**config.mk**
```make
export PLATFORM = sky130hd
export DESIGN_NAME = fan_pwm_manual_failsafe_ctrl
export DESIGN_NICKNAME = d
export VERILOG_FILES = /design/src/hdl/fan_ctrl_pkg.sv /design/src/hdl/fan_pwm_gen.sv /design/src/hdl/fan_failsafe_timer.sv /design/src/hdl/fan_pwm_manual_failsafe_ctrl.sv
export SDC_FILE = /design/constraint.sdc
export NUM_CORES = 1
export LEC_CHECK = 0
export BUFFER_PORTS_ARGS = -buffer_cell sky130_fd_sc_hd__buf_2
export CAP_MARGIN = 20
export CORE_MARGIN = 3
export CORE_UTILIZATION = 30
export CTS_BUF_LIST = sky130_fd_sc_hd__clkbuf_4 sky130_fd_sc_hd__clkbuf_8 sky130_fd_sc_hd__clkbuf_16
export CTS_CLUSTER_DIAMETER = 100
export CTS_CLUSTER_SIZE = 20
export DETAILED_ROUTE_END_ITERATION = 16
export PLACE_DENSITY = 0.48
export SYNTH_ARGS = -nofsm -noshare
export SYNTH_HDL_FRONTEND = slang
export SYNTH_SLANG_ARGS = --single-unit
```
**constraint.sdc**
```tcl
create_clock -name sys_clk_i -period 2.71 [get_ports sys_clk_i]
set_input_delay 0.271 -clock sys_clk_i [delete_from_list [all_inputs] [get_ports sys_clk_i]]
set_output_delay 0.271 -clock sys_clk_i [all_outputs]
set_load 0.005 [all_outputs]
```
**src/hdl/fan_ctrl_pkg.sv**
```systemverilog
// shared constants and types for the fan drive supervisory block
// assumes a 125 MHz system clock and byte-wide register transactions
package fan_ctrl_pkg;

  localparam int NUM_CH = 3;

  //////////////////////////////////////////////////////////////////////////////
  // register offsets
  localparam logic [2:0][7:0] OFS_DUTY = {8'h32, 8'h31, 8'h30};
  localparam logic [2:0][7:0] OFS_CFG = {8'h5e, 8'h5d, 8'h5c};
  localparam logic [7:0] OFS_START_TEMP_CTRL1 = 8'h36;
  localparam logic [7:0] OFS_TEST_TREE = 8'h6f;
  localparam logic [7:0] OFS_CFG2 = 8'h73;

  //////////////////////////////////////////////////////////////////////////////
  // reset values and field positions
  localparam logic [7:0] DUTY_RST = 8'h00;
  localparam logic [7:0] CFG_RST = 8'h82;
  localparam logic [7:0] START_TEMP_RST = 8'h00;
  localparam logic TEST_TREE_RST = 1'b0;
  localparam int GUARD_BIT = 1;
  localparam int TREE_EN_BIT = 0;
  localparam int DET_START_BIT = 0;
  localparam logic [7:0] DUTY_FULL = 8'hff;
  localparam logic [7:0] DUTY_OFF = 8'h00;

  //////////////////////////////////////////////////////////////////////////////
  // timing
  localparam int CLK_FREQ_KHZ = 125000;
  localparam int FAILSAFE_TIME_MS = 4600;
  localparam int FAILSAFE_CYCLES = FAILSAFE_TIME_MS * CLK_FREQ_KHZ;
  localparam int DETECT_TIME_US = 5000;
  localparam int DETECT_CYCLES = (DETECT_TIME_US * CLK_FREQ_KHZ + 999) / 1000;

  //////////////////////////////////////////////////////////////////////////////
  // types
  typedef enum logic [2:0] {
    BHV_REMOTE1 = 3'b000,
    BHV_LOCAL = 3'b001,
    BHV_REMOTE2 = 3'b010,
    BHV_FULL = 3'b011,
    BHV_OFF = 3'b100,
    BHV_FAST_LR2 = 3'b101,
    BHV_FAST_ALL = 3'b110,
    BHV_MANUAL = 3'b111
  } fan_behaviour_select_t;

  typedef struct packed {
    fan_behaviour_select_t fan_behaviour_select;
    logic invert;
    logic rsvd;
    logic [2:0] spin;
  } fan_cfg_t;

  typedef struct packed {
    logic wr;
    logic rd;
    logic [7:0] addr;
    logic [7:0] wdata;
  } reg_req_t;

endpackage

```
**src/hdl/fan_pwm_gen.sv**
```systemverilog
// one pwm channel: free running phase counter compared against a duty code
// assumes duty and invert are stable register outputs of the caller
`timescale 1ns/10ps
module fan_pwm_gen #(
  parameter int DIV_W = 4
) (
  input wire logic sys_clk_i,
  input wire logic nrst_i,
  input wire logic [7:0] duty_i,
  input wire logic invert_i,
  input wire logic release_i,
  output logic pin_o,
  output logic pin_oe_n_o
);
  import fan_ctrl_pkg::*;

  logic [DIV_W-1:0] pre_q;
  logic [7:0] phase_q;

  // prescaler sets the period; phase steps once per prescaler wrap
  always_ff @(posedge sys_clk_i or negedge nrst_i) begin
    if (!nrst_i) begin
      pre_q <= '0;
      phase_q <= 8'h00;
    end else begin
      pre_q <= pre_q + 1'b1;
      if (&pre_q) begin
        phase_q <= phase_q + 8'h01;
      end
    end
  end

  // active for duty/256 of the period, code 0 never active
  always_ff @(posedge sys_clk_i or negedge nrst_i) begin
    if (!nrst_i) begin
      pin_o <= 1'b0;
      pin_oe_n_o <= 1'b0;
    end else begin
      pin_o <= (phase_q < duty_i) ^ invert_i;
      pin_oe_n_o <= release_i; // let go of the pin while sensing
    end
  end
endmodule

```
**src/hdl/fan_failsafe_timer.sv**
```systemverilog
// power-on fail-safe: forces full fan drive if the core rail is high at power-up and nobody addresses the part
// assumes addressed_i is a one-cycle pulse per valid addressed transaction
`timescale 1ns/10ps
module fan_failsafe_timer #(
  parameter int TIMEOUT = fan_ctrl_pkg::FAILSAFE_CYCLES
) (
  input wire logic sys_clk_i,
  input wire logic nrst_i,
  input wire logic rail_high_i,
  input wire logic addressed_i,
  output logic force_full_o,
  output logic restore_o
);
  import fan_ctrl_pkg::*;

  localparam int CNT_W = $clog2(TIMEOUT + 1);
  localparam logic [CNT_W-1:0] CNT_LAST = CNT_W'(TIMEOUT - 1);

  typedef enum logic [1:0] {
    FS_SAMPLE = 2'b00,
    FS_COUNT = 2'b01,
    FS_FORCED = 2'b10,
    FS_NORMAL = 2'b11
  } fs_state_t;

  fs_state_t state_q;
  logic [CNT_W-1:0] cnt_q;

  // rail level is caught on the first edge after reset, never by the reset
  always_ff @(posedge sys_clk_i or negedge nrst_i) begin
    if (!nrst_i) begin
      state_q <= FS_SAMPLE;
    end else begin
      unique case (state_q)
        FS_SAMPLE: state_q <= rail_high_i ? FS_COUNT : FS_NORMAL;
        FS_COUNT: begin
          if (addressed_i) begin
            state_q <= FS_NORMAL;
          end else if (cnt_q == CNT_LAST) begin
            state_q <= FS_FORCED;
          end
        end
        FS_FORCED: begin
          if (addressed_i) begin
            state_q <= FS_NORMAL;
          end
        end
        FS_NORMAL: state_q <= FS_NORMAL;
      endcase
    end
  end

  // timeout counter only runs while waiting for the host
  always_ff @(posedge sys_clk_i or negedge nrst_i) begin
    if (!nrst_i) begin
      cnt_q <= '0;
    end else if (state_q == FS_COUNT) begin
      cnt_q <= cnt_q + 1'b1;
    end
  end

  // outputs registered; restore is a single pulse on leaving forced drive
  always_ff @(posedge sys_clk_i or negedge nrst_i) begin
    if (!nrst_i) begin
      force_full_o <= 1'b0;
      restore_o <= 1'b0;
    end else begin
      force_full_o <= (state_q == FS_COUNT && cnt_q == CNT_LAST && !addressed_i)
                      || (state_q == FS_FORCED && !addressed_i);
      restore_o <= (state_q == FS_FORCED) && addressed_i;
    end
  end
endmodule

```
**src/hdl/fan_pwm_manual_failsafe_ctrl.sv**
```systemverilog
// fan drive supervisor: duty registers, behaviour mux, presence sensing,
// core rail guard, board test tree and power-on fail-safe
// assumes an external smbus engine delivering decoded byte transactions
`timescale 1ns/10ps

module fan_pwm_manual_failsafe_ctrl #(
  parameter int DETECT_CYCLES_P = fan_ctrl_pkg::DETECT_CYCLES,
  parameter int FAILSAFE_CYCLES_P = fan_ctrl_pkg::FAILSAFE_CYCLES,
  parameter int TREE_W = 8,
  parameter int PWM_DIV_W = 4
) (
  input wire logic sys_clk_i,
  input wire logic nrst_i,
  input fan_ctrl_pkg::reg_req_t reg_req_i,
  output logic [7:0] rd_data_o,
  output logic rd_valid_o,
  input wire logic smbus_addressed_i,
  input wire logic [2:0][7:0] temp_duty_i,
  input wire logic cpu_core_rail_input_high_i,
  input wire logic cpu_core_rail_input_low_i,
  input wire logic core_status_clr_i,
  input wire logic alert_core_rail_en_i,
  output logic core_rail_low_status_o,
  output logic smbalert_n_o,
  output logic thermal_throttle_pin_monitor_en_o,
  output logic thermal_throttle_pin_timer_hold_o,
  output logic fan_start_temperature_adjust_en_o,
  output logic shutdown_allow_o,
  output logic [2:0] fan_drive_out_o,
  output logic [2:0] fan_drive_out_oe_n_o,
  input wire logic [2:0] fan_drive_out_i,
  output logic [2:0] fan_sink_en_o,
  input wire logic [TREE_W-1:0] tree_pins_i,
  output logic board_test_tree_en_o,
  output logic tree_out_o,
  output logic fans_forced_o
);
  import fan_ctrl_pkg::*;

  localparam int DET_W = $clog2(DETECT_CYCLES_P + 1);
  localparam logic [DET_W-1:0] DET_LAST = DET_W'(DETECT_CYCLES_P - 1);

  typedef enum logic {
    DET_IDLE = 1'b0,
    DET_RUN = 1'b1
  } det_state_t;

  fan_cfg_t cfg_q [NUM_CH];
  logic [7:0] duty_q [NUM_CH];
  logic [7:0] live_q [NUM_CH];
  logic [7:0] start_temp_q;
  logic tree_en_q;
  det_state_t det_q;
  logic [DET_W-1:0] det_cnt_q;
  logic [2:0] presence_q;
  logic restore;
  logic fans_forced;
  logic det_start;
  logic low_evt;
  logic status_d;
  logic [7:0] rd_mux;

  //////////////////////////////////////////////////////////////////////////////
  // helpers

  function automatic logic [7:0] max2(input logic [7:0] a, input logic [7:0] b);
    max2 = (a > b) ? a : b;
  endfunction

  // behaviour mux; auto duties come from the temperature loop outside
  function automatic logic [7:0] pick_duty(
    input fan_behaviour_select_t bhv,
    input logic [7:0] manual,
    input logic [2:0][7:0] t
  );
    unique case (bhv)
      BHV_REMOTE1: pick_duty = t[0];
      BHV_LOCAL: pick_duty = t[1];
      BHV_REMOTE2: pick_duty = t[2];
      BHV_FULL: pick_duty = DUTY_FULL;
      BHV_OFF: pick_duty = DUTY_OFF;
      BHV_FAST_LR2: pick_duty = max2(t[1], t[2]);
      BHV_FAST_ALL: pick_duty = max2(t[0], max2(t[1], t[2]));
      BHV_MANUAL: pick_duty = manual;
    endcase
  endfunction

  //////////////////////////////////////////////////////////////////////////////
  // fail-safe timer

  fan_failsafe_timer #(
    .TIMEOUT(FAILSAFE_CYCLES_P)
  ) u_failsafe (
    .sys_clk_i(sys_clk_i),
    .nrst_i(nrst_i),
    .rail_high_i(cpu_core_rail_input_high_i),
    .addressed_i(smbus_addressed_i),
    .force_full_o(fans_forced),
    .restore_o(restore)
  );

  assign fans_forced_o = fans_forced;

  //////////////////////////////////////////////////////////////////////////////
  // per channel registers, live duty and pwm

  for (genvar c = 0; c < NUM_CH; c++) begin : g_ch
    // behaviour and polarity; restore returns to power-on values
    always_ff @(posedge sys_clk_i or negedge nrst_i) begin
      if (!nrst_i) begin
        cfg_q[c] <= fan_cfg_t'(CFG_RST);
      end else if (restore) begin
        cfg_q[c] <= fan_cfg_t'(CFG_RST);
      end else if (reg_req_i.wr && reg_req_i.addr == OFS_CFG[c]) begin
        cfg_q[c] <= fan_cfg_t'(reg_req_i.wdata);
      end
    end

    // manual duty; writes outside manual mode are dropped silently
    always_ff @(posedge sys_clk_i or negedge nrst_i) begin
      if (!nrst_i) begin
        duty_q[c] <= DUTY_RST;
      end else if (restore) begin
        duty_q[c] <= DUTY_RST;
      end else if (reg_req_i.wr && reg_req_i.addr == OFS_DUTY[c]
                   && cfg_q[c].fan_behaviour_select == BHV_MANUAL) begin
        duty_q[c] <= reg_req_i.wdata;
      end
    end

    // duty actually driven; fail-safe overrides every behaviour
    always_ff @(posedge sys_clk_i or negedge nrst_i) begin
      if (!nrst_i) begin
        live_q[c] <= DUTY_RST;
      end else if (fans_forced) begin
        live_q[c] <= DUTY_FULL;
      end else begin
        live_q[c] <= pick_duty(cfg_q[c].fan_behaviour_select, duty_q[c], temp_duty_i);
      end
    end

    fan_pwm_gen #(
      .DIV_W(PWM_DIV_W)
    ) u_pwm (
      .sys_clk_i(sys_clk_i),
      .nrst_i(nrst_i),
      .duty_i(live_q[c]),
      .invert_i(cfg_q[c].invert),
      .release_i(det_q == DET_RUN),
      .pin_o(fan_drive_out_o[c]),
      .pin_oe_n_o(fan_drive_out_oe_n_o[c])
    );
  end

  //////////////////////////////////////////////////////////////////////////////
  // start-temperature control and test tree registers

  // only the guard bit acts here; other bits are kept for the host
  always_ff @(posedge sys_clk_i or negedge nrst_i) begin
    if (!nrst_i) begin
      start_temp_q <= START_TEMP_RST;
    end else if (restore) begin
      start_temp_q <= START_TEMP_RST;
    end else if (reg_req_i.wr && reg_req_i.addr == OFS_START_TEMP_CTRL1) begin
      start_temp_q <= reg_req_i.wdata;
    end
  end

  always_ff @(posedge sys_clk_i or negedge nrst_i) begin
    if (!nrst_i) begin
      tree_en_q <= TEST_TREE_RST;
    end else if (restore) begin
      tree_en_q <= TEST_TREE_RST;
    end else if (reg_req_i.wr && reg_req_i.addr == OFS_TEST_TREE) begin
      tree_en_q <= reg_req_i.wdata[TREE_EN_BIT];
    end
  end

  assign board_test_tree_en_o = tree_en_q;

  // xnor chain over the participating pins, parked low outside test mode
  always_ff @(posedge sys_clk_i or negedge nrst_i) begin
    if (!nrst_i) begin
      tree_out_o <= 1'b0;
    end else begin
      tree_out_o <= tree_en_q & ~^tree_pins_i;
    end
  end

  //////////////////////////////////////////////////////////////////////////////
  // fan presence sensing

  // host is expected to have set full duty and to wait before reading
  assign det_start = reg_req_i.wr && reg_req_i.addr == OFS_CFG2
                     && reg_req_i.wdata[DET_START_BIT] && det_q == DET_IDLE;

  always_ff @(posedge sys_clk_i or negedge nrst_i) begin
    if (!nrst_i) begin
      det_q <= DET_IDLE;
      det_cnt_q <= '0;
    end else begin
      unique case (det_q)
        DET_IDLE: begin
          det_cnt_q <= '0;
          if (det_start) begin
            det_q <= DET_RUN;
          end
        end
        DET_RUN: begin
          det_cnt_q <= det_cnt_q + 1'b1;
          if (det_cnt_q == DET_LAST) begin
            det_q <= DET_IDLE;
          end
        end
      endcase
    end
  end

  // pin level sampled at the end of the window, high means fan present
  always_ff @(posedge sys_clk_i or negedge nrst_i) begin
    if (!nrst_i) begin
      presence_q <= 3'h0;
    end else if (det_q == DET_RUN && det_cnt_q == DET_LAST) begin
      presence_q <= fan_drive_out_i;
    end
  end

  // sink enabled for the whole window while the driver is released
  always_ff @(posedge sys_clk_i or negedge nrst_i) begin
    if (!nrst_i) begin
      fan_sink_en_o <= 3'h0;
    end else begin
      fan_sink_en_o <= {3{det_q == DET_RUN}};
    end
  end

  //////////////////////////////////////////////////////////////////////////////
  // core rail guard

  assign low_evt = start_temp_q[GUARD_BIT] && cpu_core_rail_input_low_i;
  // a new low event beats a clear in the same cycle
  assign status_d = low_evt || (core_rail_low_status_o && !core_status_clr_i);

  always_ff @(posedge sys_clk_i or negedge nrst_i) begin
    if (!nrst_i) begin
      core_rail_low_status_o <= 1'b0;
      smbalert_n_o <= 1'b1;
    end else begin
      core_rail_low_status_o <= status_d;
      smbalert_n_o <= !(status_d && alert_core_rail_en_i);
    end
  end

  // dependent functions follow the guarded level, so they resume at once
  always_ff @(posedge sys_clk_i or negedge nrst_i) begin
    if (!nrst_i) begin
      thermal_throttle_pin_monitor_en_o <= 1'b1;
      thermal_throttle_pin_timer_hold_o <= 1'b0;
      fan_start_temperature_adjust_en_o <= 1'b1;
      shutdown_allow_o <= 1'b1;
    end else begin
      thermal_throttle_pin_monitor_en_o <= !low_evt;
      thermal_throttle_pin_timer_hold_o <= low_evt;
      fan_start_temperature_adjust_en_o <= !low_evt;
      shutdown_allow_o <= !low_evt;
    end
  end

  //////////////////////////////////////////////////////////////////////////////
  // register readback

  // duty offsets read the driven value, not the stored manual value
  always_comb begin
    rd_mux = 8'h00;
    for (int i = 0; i < NUM_CH; i++) begin
      if (reg_req_i.addr == OFS_DUTY[i]) begin
        rd_mux = live_q[i];
      end
      if (reg_req_i.addr == OFS_CFG[i]) begin
        rd_mux = cfg_q[i];
      end
    end
    if (reg_req_i.addr == OFS_START_TEMP_CTRL1) begin
      rd_mux = start_temp_q;
    end
    if (reg_req_i.addr == OFS_TEST_TREE) begin
      rd_mux = {7'h00, tree_en_q};
    end
    if (reg_req_i.addr == OFS_CFG2) begin
      rd_mux = {4'h0, presence_q, det_q == DET_RUN};
    end
  end

  always_ff @(posedge sys_clk_i or negedge nrst_i) begin
    if (!nrst_i) begin
      rd_data_o <= 8'h00;
      rd_valid_o <= 1'b0;
    end else begin
      rd_valid_o <= reg_req_i.rd;
      if (reg_req_i.rd) begin
        rd_data_o <= rd_mux;
      end
    end
  end
endmodule

```
; Yosys cells after proc, flatten, opt, wreduce, memory -nomap -nowiden
; Index checks and enable logic that the tools add are counted.
[op_classes]
addsub = 8
n_mul = 0
div_mod_pow = 0
n_lt_le_gt_ge = 5
eq_ne = 37
shifts = 0
n_mux = 42
n_bitwise = 5
reduce_logical = 45
[ops]
columns = op, n
row1 = $mux W8, 28
row2 = $pmux W8 S8, 3
row3 = $eq A8 B7 Y1 const B, 5
row4 = $pmux W20 S2, 1
row5 = $eq A3 B3 Y1 const B, 12
row6 = $eq A8 B6 Y1 const B, 4
row7 = $add A30 B1 Y30 const B, 1
row8 = $eq A30 B30 Y1 const B, 1
row9 = $add A8 B1 Y8 const B, 3
row10 = $lt A8 B8 Y1, 3
row11 = $logic_and A1 B1 Y1, 22
row12 = $add A20 B1 Y20 const B, 1
row13 = $eq A20 B20 Y1 const B, 1
row14 = $eq A3 B2 Y1 const B, 6
row15 = $gt A8 B8 Y1, 2
row16 = $reduce_bool A2 Y1, 8
row17 = $add A4 B1 Y4 const B, 3
row18 = $reduce_and A4 Y1, 3
row19 = $eq A3 B1 Y1 const B, 3
row20 = $logic_not A3 Y1, 3
row21 = $mux W2, 4
row22 = $pmux W2 S4, 1
row23 = $reduce_xnor A8 Y1, 1
row24 = $eq A2 B2 Y1 const B, 2
row25 = 12 further kinds, 21
[word_totals]
reg_bits = 194
latchBits = 0
ramBits = 0
romBits = 0
output_inout_bits = 27
n_memories = 0

; Longest topological paths before layout
[logic_depth]
depth_word = 10
ltp_mapped = 18
depth_no_buf = 18

; By module
; From an unflattened synthesis, not the netlist that was laid out.
[hier_totals]
cells_unflattened = 1096
hier_area_um2 = 10822.9
[by_module_without_submodules]
columns = mod, n_inst, cells_per_inst, area_each_um2, seq_area_each_um2
row1 = fan_pwm_manual_failsafe_ctrl, 1, 769, 7026.7, 3012.9
row2 = fan_pwm_gen, 3, 63, 747.0, 350.3
row3 = fan_failsafe_timer, 1, 138, 1555.2, 850.8

; Worst setup path after synthesis
; OpenSTA, ideal clock, no wires.
[synth_path]
path_type = input to register
start = input temp_duty_i[17] (netlist bit)
end = register live_q[11] (netlist bit)
t_arrival_ns = 3.582
required_time_ns = 2.584
setup_slack_ns = -0.998
stages = 17
cell_sequence = inv_1 ha_1 nor2b_4 o211a_4 o21a_4 o21ai_2 mux2_2 inv_1 ha_1 a21o_1 a21oi_1 o21ai_0 nand2_1 o32a_2 o211ai_4 o22ai_2 a221o_1
[synth_via]
elab_chain_len = 6
[synth_lines]
columns = item, line_no
row1 = start: declaration, fan_pwm_manual_failsafe_ctrl.sv:18  ; input wire logic [2:0][7:0] temp_duty_i,
row2 = $gt A8 B8 Y1, fan_pwm_manual_failsafe_ctrl.sv:67  ; max2 = (a > b) ? a : b;
row3 = $mux W8 *, fan_pwm_manual_failsafe_ctrl.sv:67
row4 = $gt A8 B8 Y1, fan_pwm_manual_failsafe_ctrl.sv:67
row5 = $mux W8, fan_pwm_manual_failsafe_ctrl.sv:67
row6 = $pmux W8 S8 *, fan_pwm_manual_failsafe_ctrl.sv:76  ; unique case (bhv)
row7 = $mux W8 *, fan_pwm_manual_failsafe_ctrl.sv:135  ; end else if (fans_forced) begin
row8 = end signal: indexed assignment, fan_pwm_manual_failsafe_ctrl.sv:138  ; live_q[c] <= pick_duty(cfg_q[c].fan_behaviour_select, duty_q[c], temp_duty_i);
row9 = end: declaration, fan_pwm_manual_failsafe_ctrl.sv:50  ; logic [7:0] live_q [NUM_CH];
; Every way passes the cells marked *; elsewhere a longest branch is shown, timed or not.
; A chain may end at the register's enable or synchronous reset.

; Worst setup path after layout
[layout_path]
start = input temp_duty_i[17] (netlist bit)
end = register live_q[14] (netlist bit)
; Same word-level chain as after synthesis.

==> flow_metrics.env <==
export IMPL_status="finished, violations left"
export IMPL_grt_start_max_net_pins=72
export IMPL_synthFlopType="dfrtp_1"
export IMPL_design_die_area_mm2=0.0381
export IMPL_postRouteAntennaNets=0
export IMPL_synth_top_area_cell="dfrtp_1"
export IMPL_pin_count=87
export IMPL_overflow=0
export IMPL_drt_iter0_drc=544
export IMPL_numPortBuffers=86
export IMPL_diodes=0
export IMPL_clkPwrFrac_pct=38.7
export IMPL_power_internal_w=0.00486
export IMPL_synthArstFlopShare_pct=100
export IMPL_synth_seq_cells=193
export IMPL_grt_pass1_wl_um=48900
export IMPL_timing_rr_start="u_failsafe.cnt_q[2]"
export IMPL_netlist_area_leader_share_pct=43.2
export IMPL_switching_share_pct=27.1
export IMPL_hold_viol=0
export IMPL_drtPass1Iterations=6
export IMPL_path_class="input port to flop"
export IMPL_area_delta_synth_final_pct=20.9
export IMPL_p_leak_nw=5.80
export IMPL_grtUsageTotal_pct=16.1
export IMPL_fin_skew_ns=0.0121
export IMPL_clkLatencyLatePin_ns=0.44
export IMPL_synthAdderAreaFrac_pct=5.02
export IMPL_synth_mux_area_share_pct=5.82
export IMPL_syn_num_nets=1203
export IMPL_vdd_drop_max_mv=0.429
export IMPL_comb_power_share_pct=15.2
export IMPL_fillerInstances=3571
export IMPL_synth_cells=1100
export IMPL_slew_violations=0
export IMPL_arrival_ns=3.45
export IMPL_synth_common_cells="dfrtp_1 (185), nand2_1 (112), nor2_1 (85)"
export IMPL_syn_avg_cell_area_um2=9.75
export IMPL_ys_seq_area_share_pct=45.1
export IMPL_cp_end_kind="flop"
export IMPL_min_from="core_status_clr_i"
export IMPL_cpPeakStageDelay_ns=0.35
export IMPL_synthTopCellsByArea="dfrtp_1 (43%), xnor2_1 (5.2%), ha_1 (5.0%)"
export IMPL_initial_utilization_pct=30.7
export IMPL_fin_nets=1342
export IMPL_core_area_mm2=0.0349
export IMPL_synth_top_family_by_area="simple AND/OR/NAND/NOR gates"
export IMPL_p_switching_w=0.00180
export IMPL_die_y_um=195
export IMPL_drt_wl_total_um=30600
export IMPL_syn_area_mm2=0.0107
export IMPL_ctsRootBufferMaster="clkbuf_16"
export IMPL_layout_cells_non_filler=1707
export IMPL_fin_crit_sh_pct=115
export IMPL_die_w_um=195
export IMPL_fin_crit_ns=3.13
export IMPL_fmax_mhz=320
export IMPL_worstMarginPinSlew_ns=0.911
export IMPL_num_rows=68
export IMPL_total_power_w=0.00666
export IMPL_yosysMostFrequentCell="dfrtp_1"
export IMPL_vias=8677
export IMPL_clk_pin_slew_ns=0.07
export IMPL_wire_per_inst_um=17.9
export IMPL_antenna_found_initial=2
export IMPL_htreeDepth=4
export IMPL_rsz0062_at_grt="yes"
export IMPL_synth_xor_area_share_pct=6.70
export IMPL_violations="negative setup slack"
export IMPL_cts_buffer_depth=2
export IMPL_path_max_fanout=6
export IMPL_viasPerCell=5.08
export IMPL_min_path_type="input port to flop"
export IMPL_yosysWarnings=0
export IMPL_cts_tree="done"
export IMPL_synth_cell_type_count=68
export IMPL_r2r_slack_ns=0.41
export IMPL_dp_cells=1665
export IMPL_gp_congestion=0.846
export IMPL_hpwl_um=22800
export IMPL_cp_cell_sequence="buf_8, inv_8, ha_4, nor2b_4, o211a_4, o21a_4, o21ai_4, buf_6, mux2_4, inv_2, ha_4, a21o_1, a21oi_2, o21ai_2, nand2_1, o32a_4, o211ai_4, o22ai_2, a221o_1"
export IMPL_drive_above_1_share_pct=23.0
export IMPL_required_ns=3.03
export IMPL_worst_slack_ns=-0.418
export IMPL_synth_edff_count=0
export IMPL_synthSimpleGateAreaFrac_pct=17.0
export IMPL_cellPowerDensity_mw_per_mm2=513
export IMPL_sequentialPowerShare_pct=46.1
export IMPL_cts_num_sinks=193
export IMPL_cp_startpoint="temp_duty_i[17]"
export IMPL_numCtsBuffers=17
export IMPL_timing_slew_headroom_pct=39.3
export IMPL_drc=0
export IMPL_max_cap_violations=0
export IMPL_crit_path_top_delay_cell="o32a_4"
export IMPL_critPathLaunchType="input port"
export IMPL_grt_pass1_vias=8564
export IMPL_critPathMostFrequentCell="ha_4"
export IMPL_finalSetupViolCount=24
export IMPL_synth_compound_area_share_pct=16.2
## metal layers
| metal | routed length [um] | track usage, % | up-vias |
|---|---|---|---|
| li1 | - | - | 4197 |
| met1 | 14400 | 22.9 | 4227 |
| met2 | 14100 | 25.1 | 208 |
| met3 | 1390 | 2.88 | 43 |
| met4 | 614 | 4.78 | 2 |
| met5 | 13 | 0 | - |
## flip-flops by register name, indices dropped and copies added, names as in the netlist
| signal | cells |
|---|---|
| presence_q | 3 |
| det_q | 1 |
| board_test_tree_en_o | 1 |
| rd_data_o | 8 |
| thermal_throttle_pin_timer_hold_o | 1 |
| g_ch.u_pwm.pin_o | 3 |
| g_ch.u_pwm.pre_q | 12 |
| cfg_q | 24 |
| core_rail_low_status_o | 1 |
| rd_valid_o | 1 |
| u_failsafe.cnt_q | 30 |
| start_temp_q | 8 |
| live_q | 24 |
| smbalert_n_o | 1 |
| fan_sink_en_o | 1 |
| shutdown_allow_o | 1 |
| duty_q | 24 |
| tree_out_o | 1 |
| det_cnt_q | 20 |
| u_failsafe.restore_o | 1 |
| u_failsafe.state_q | 2 |
| g_ch.u_pwm.phase_q | 24 |
| u_failsafe.force_full_o | 1 |
## per-stage QoR
stage               hold WS, ns  area, um^2  setup slack [ns]  util, %  TNS [ns]
detailed placement        0.349       12200            -0.953     35.0    -21.34
global route             0.0542       13000            -0.537     37.2    -11.44
floorplan               -0.0246       10800            -0.650        -    -13.98
finish                   0.0548       13000            -0.418     37.2     -8.74
CTS                      0.0395       12900            -0.452     37.0     -9.38
global placement          0.349       12200            -0.884     35.0    -20.09
## final cells by class
| cell class | instances | area [um^2] | share of cell area [%] |
|---|---|---|---|
| clock inverters | 10 | 128 | 0.984 |
| inverters | 54 | 213 | 1.64 |
| well taps | 455 | 569 | 4.39 |
| clock buffers | 22 | 463 | 3.57 |
| multi-input cells | 800 | 5610 | 43.2 |
| flip-flops and latches | 193 | 4840 | 37.3 |
| repair buffers | 173 | 1150 | 8.86 |
## worst max-delay path: cells and delay by family
kind | cells | cell delay, ns
adders and majority gates | 2 | 0.31
and+or+nand+nor | 2 | 0.21
buffers and inverters | 4 | 0.36
muxes | 1 | 0.30
AOI/OAI and AO/OA | 10 | 2.01
## final timing paths
check,endpoint,cells past startpoint
worst max-delay path,live_q[14],19
worst min-delay path,core_rail_low_status_o,2
worst max register to register,u_failsafe.cnt_q[27],8
worst min register to register,g_ch[1].u_pwm.pre_q[0],1
max in group asynchronous,cfg_q[1],3
min in group asynchronous,g_ch[0].u_pwm.pre_q[2],2
## power by group through the flow
stage	logic [W]	clock network, W	registers [W]
floorplan	0.000568	0	0.00307
global placement	0.000963	0	0.00312
detailed placement	0.000967	0	0.00312
CTS	0.00100	0.00264	0.00307
global route	0.00112	0.00277	0.00308
finish	0.00101	0.00257	0.00307
## logic make-up (layout without fill, tap and decap cells)
family / Yosys count / after routing
and+or+nand+nor: 367 / 367
AOI/OAI and AO/OA: 249 / 249
DFF: 193 / 193
buffers and inverters: 107 / 259
xor gates and xnor gates: 82 / 82
muxes: 59 / 59
adders and majority gates: 43 / 43
## cells in the final DEF, fill, tap and decap left out, types with 38 or more instances in the layout
| cell type | count |
|---|---|
| a21oi_1 | 54 |
| o21ai_0 | 60 |
| buf_4 | 80 |
| nor2_1 | 85 |
| nand3_1 | 40 |
| dfrtp_1 | 184 |
| xnor2_1 | 64 |
| ha_1 | 38 |
| buf_2 | 83 |
| inv_1 | 49 |
| nand2_1 | 112 |
## timing repair
action | 4_1_cts | 5_1_grt
setup endpoints to repair | 24 | 24
setup buffers | 5 | 2
endpoints found under the hold margin | 65 | 0
pin swaps | 11 | 11
hold buffers | 3 | 0
resized for setup | 14 | 9
No activity file was read; power rests on OpenSTA's default activity.
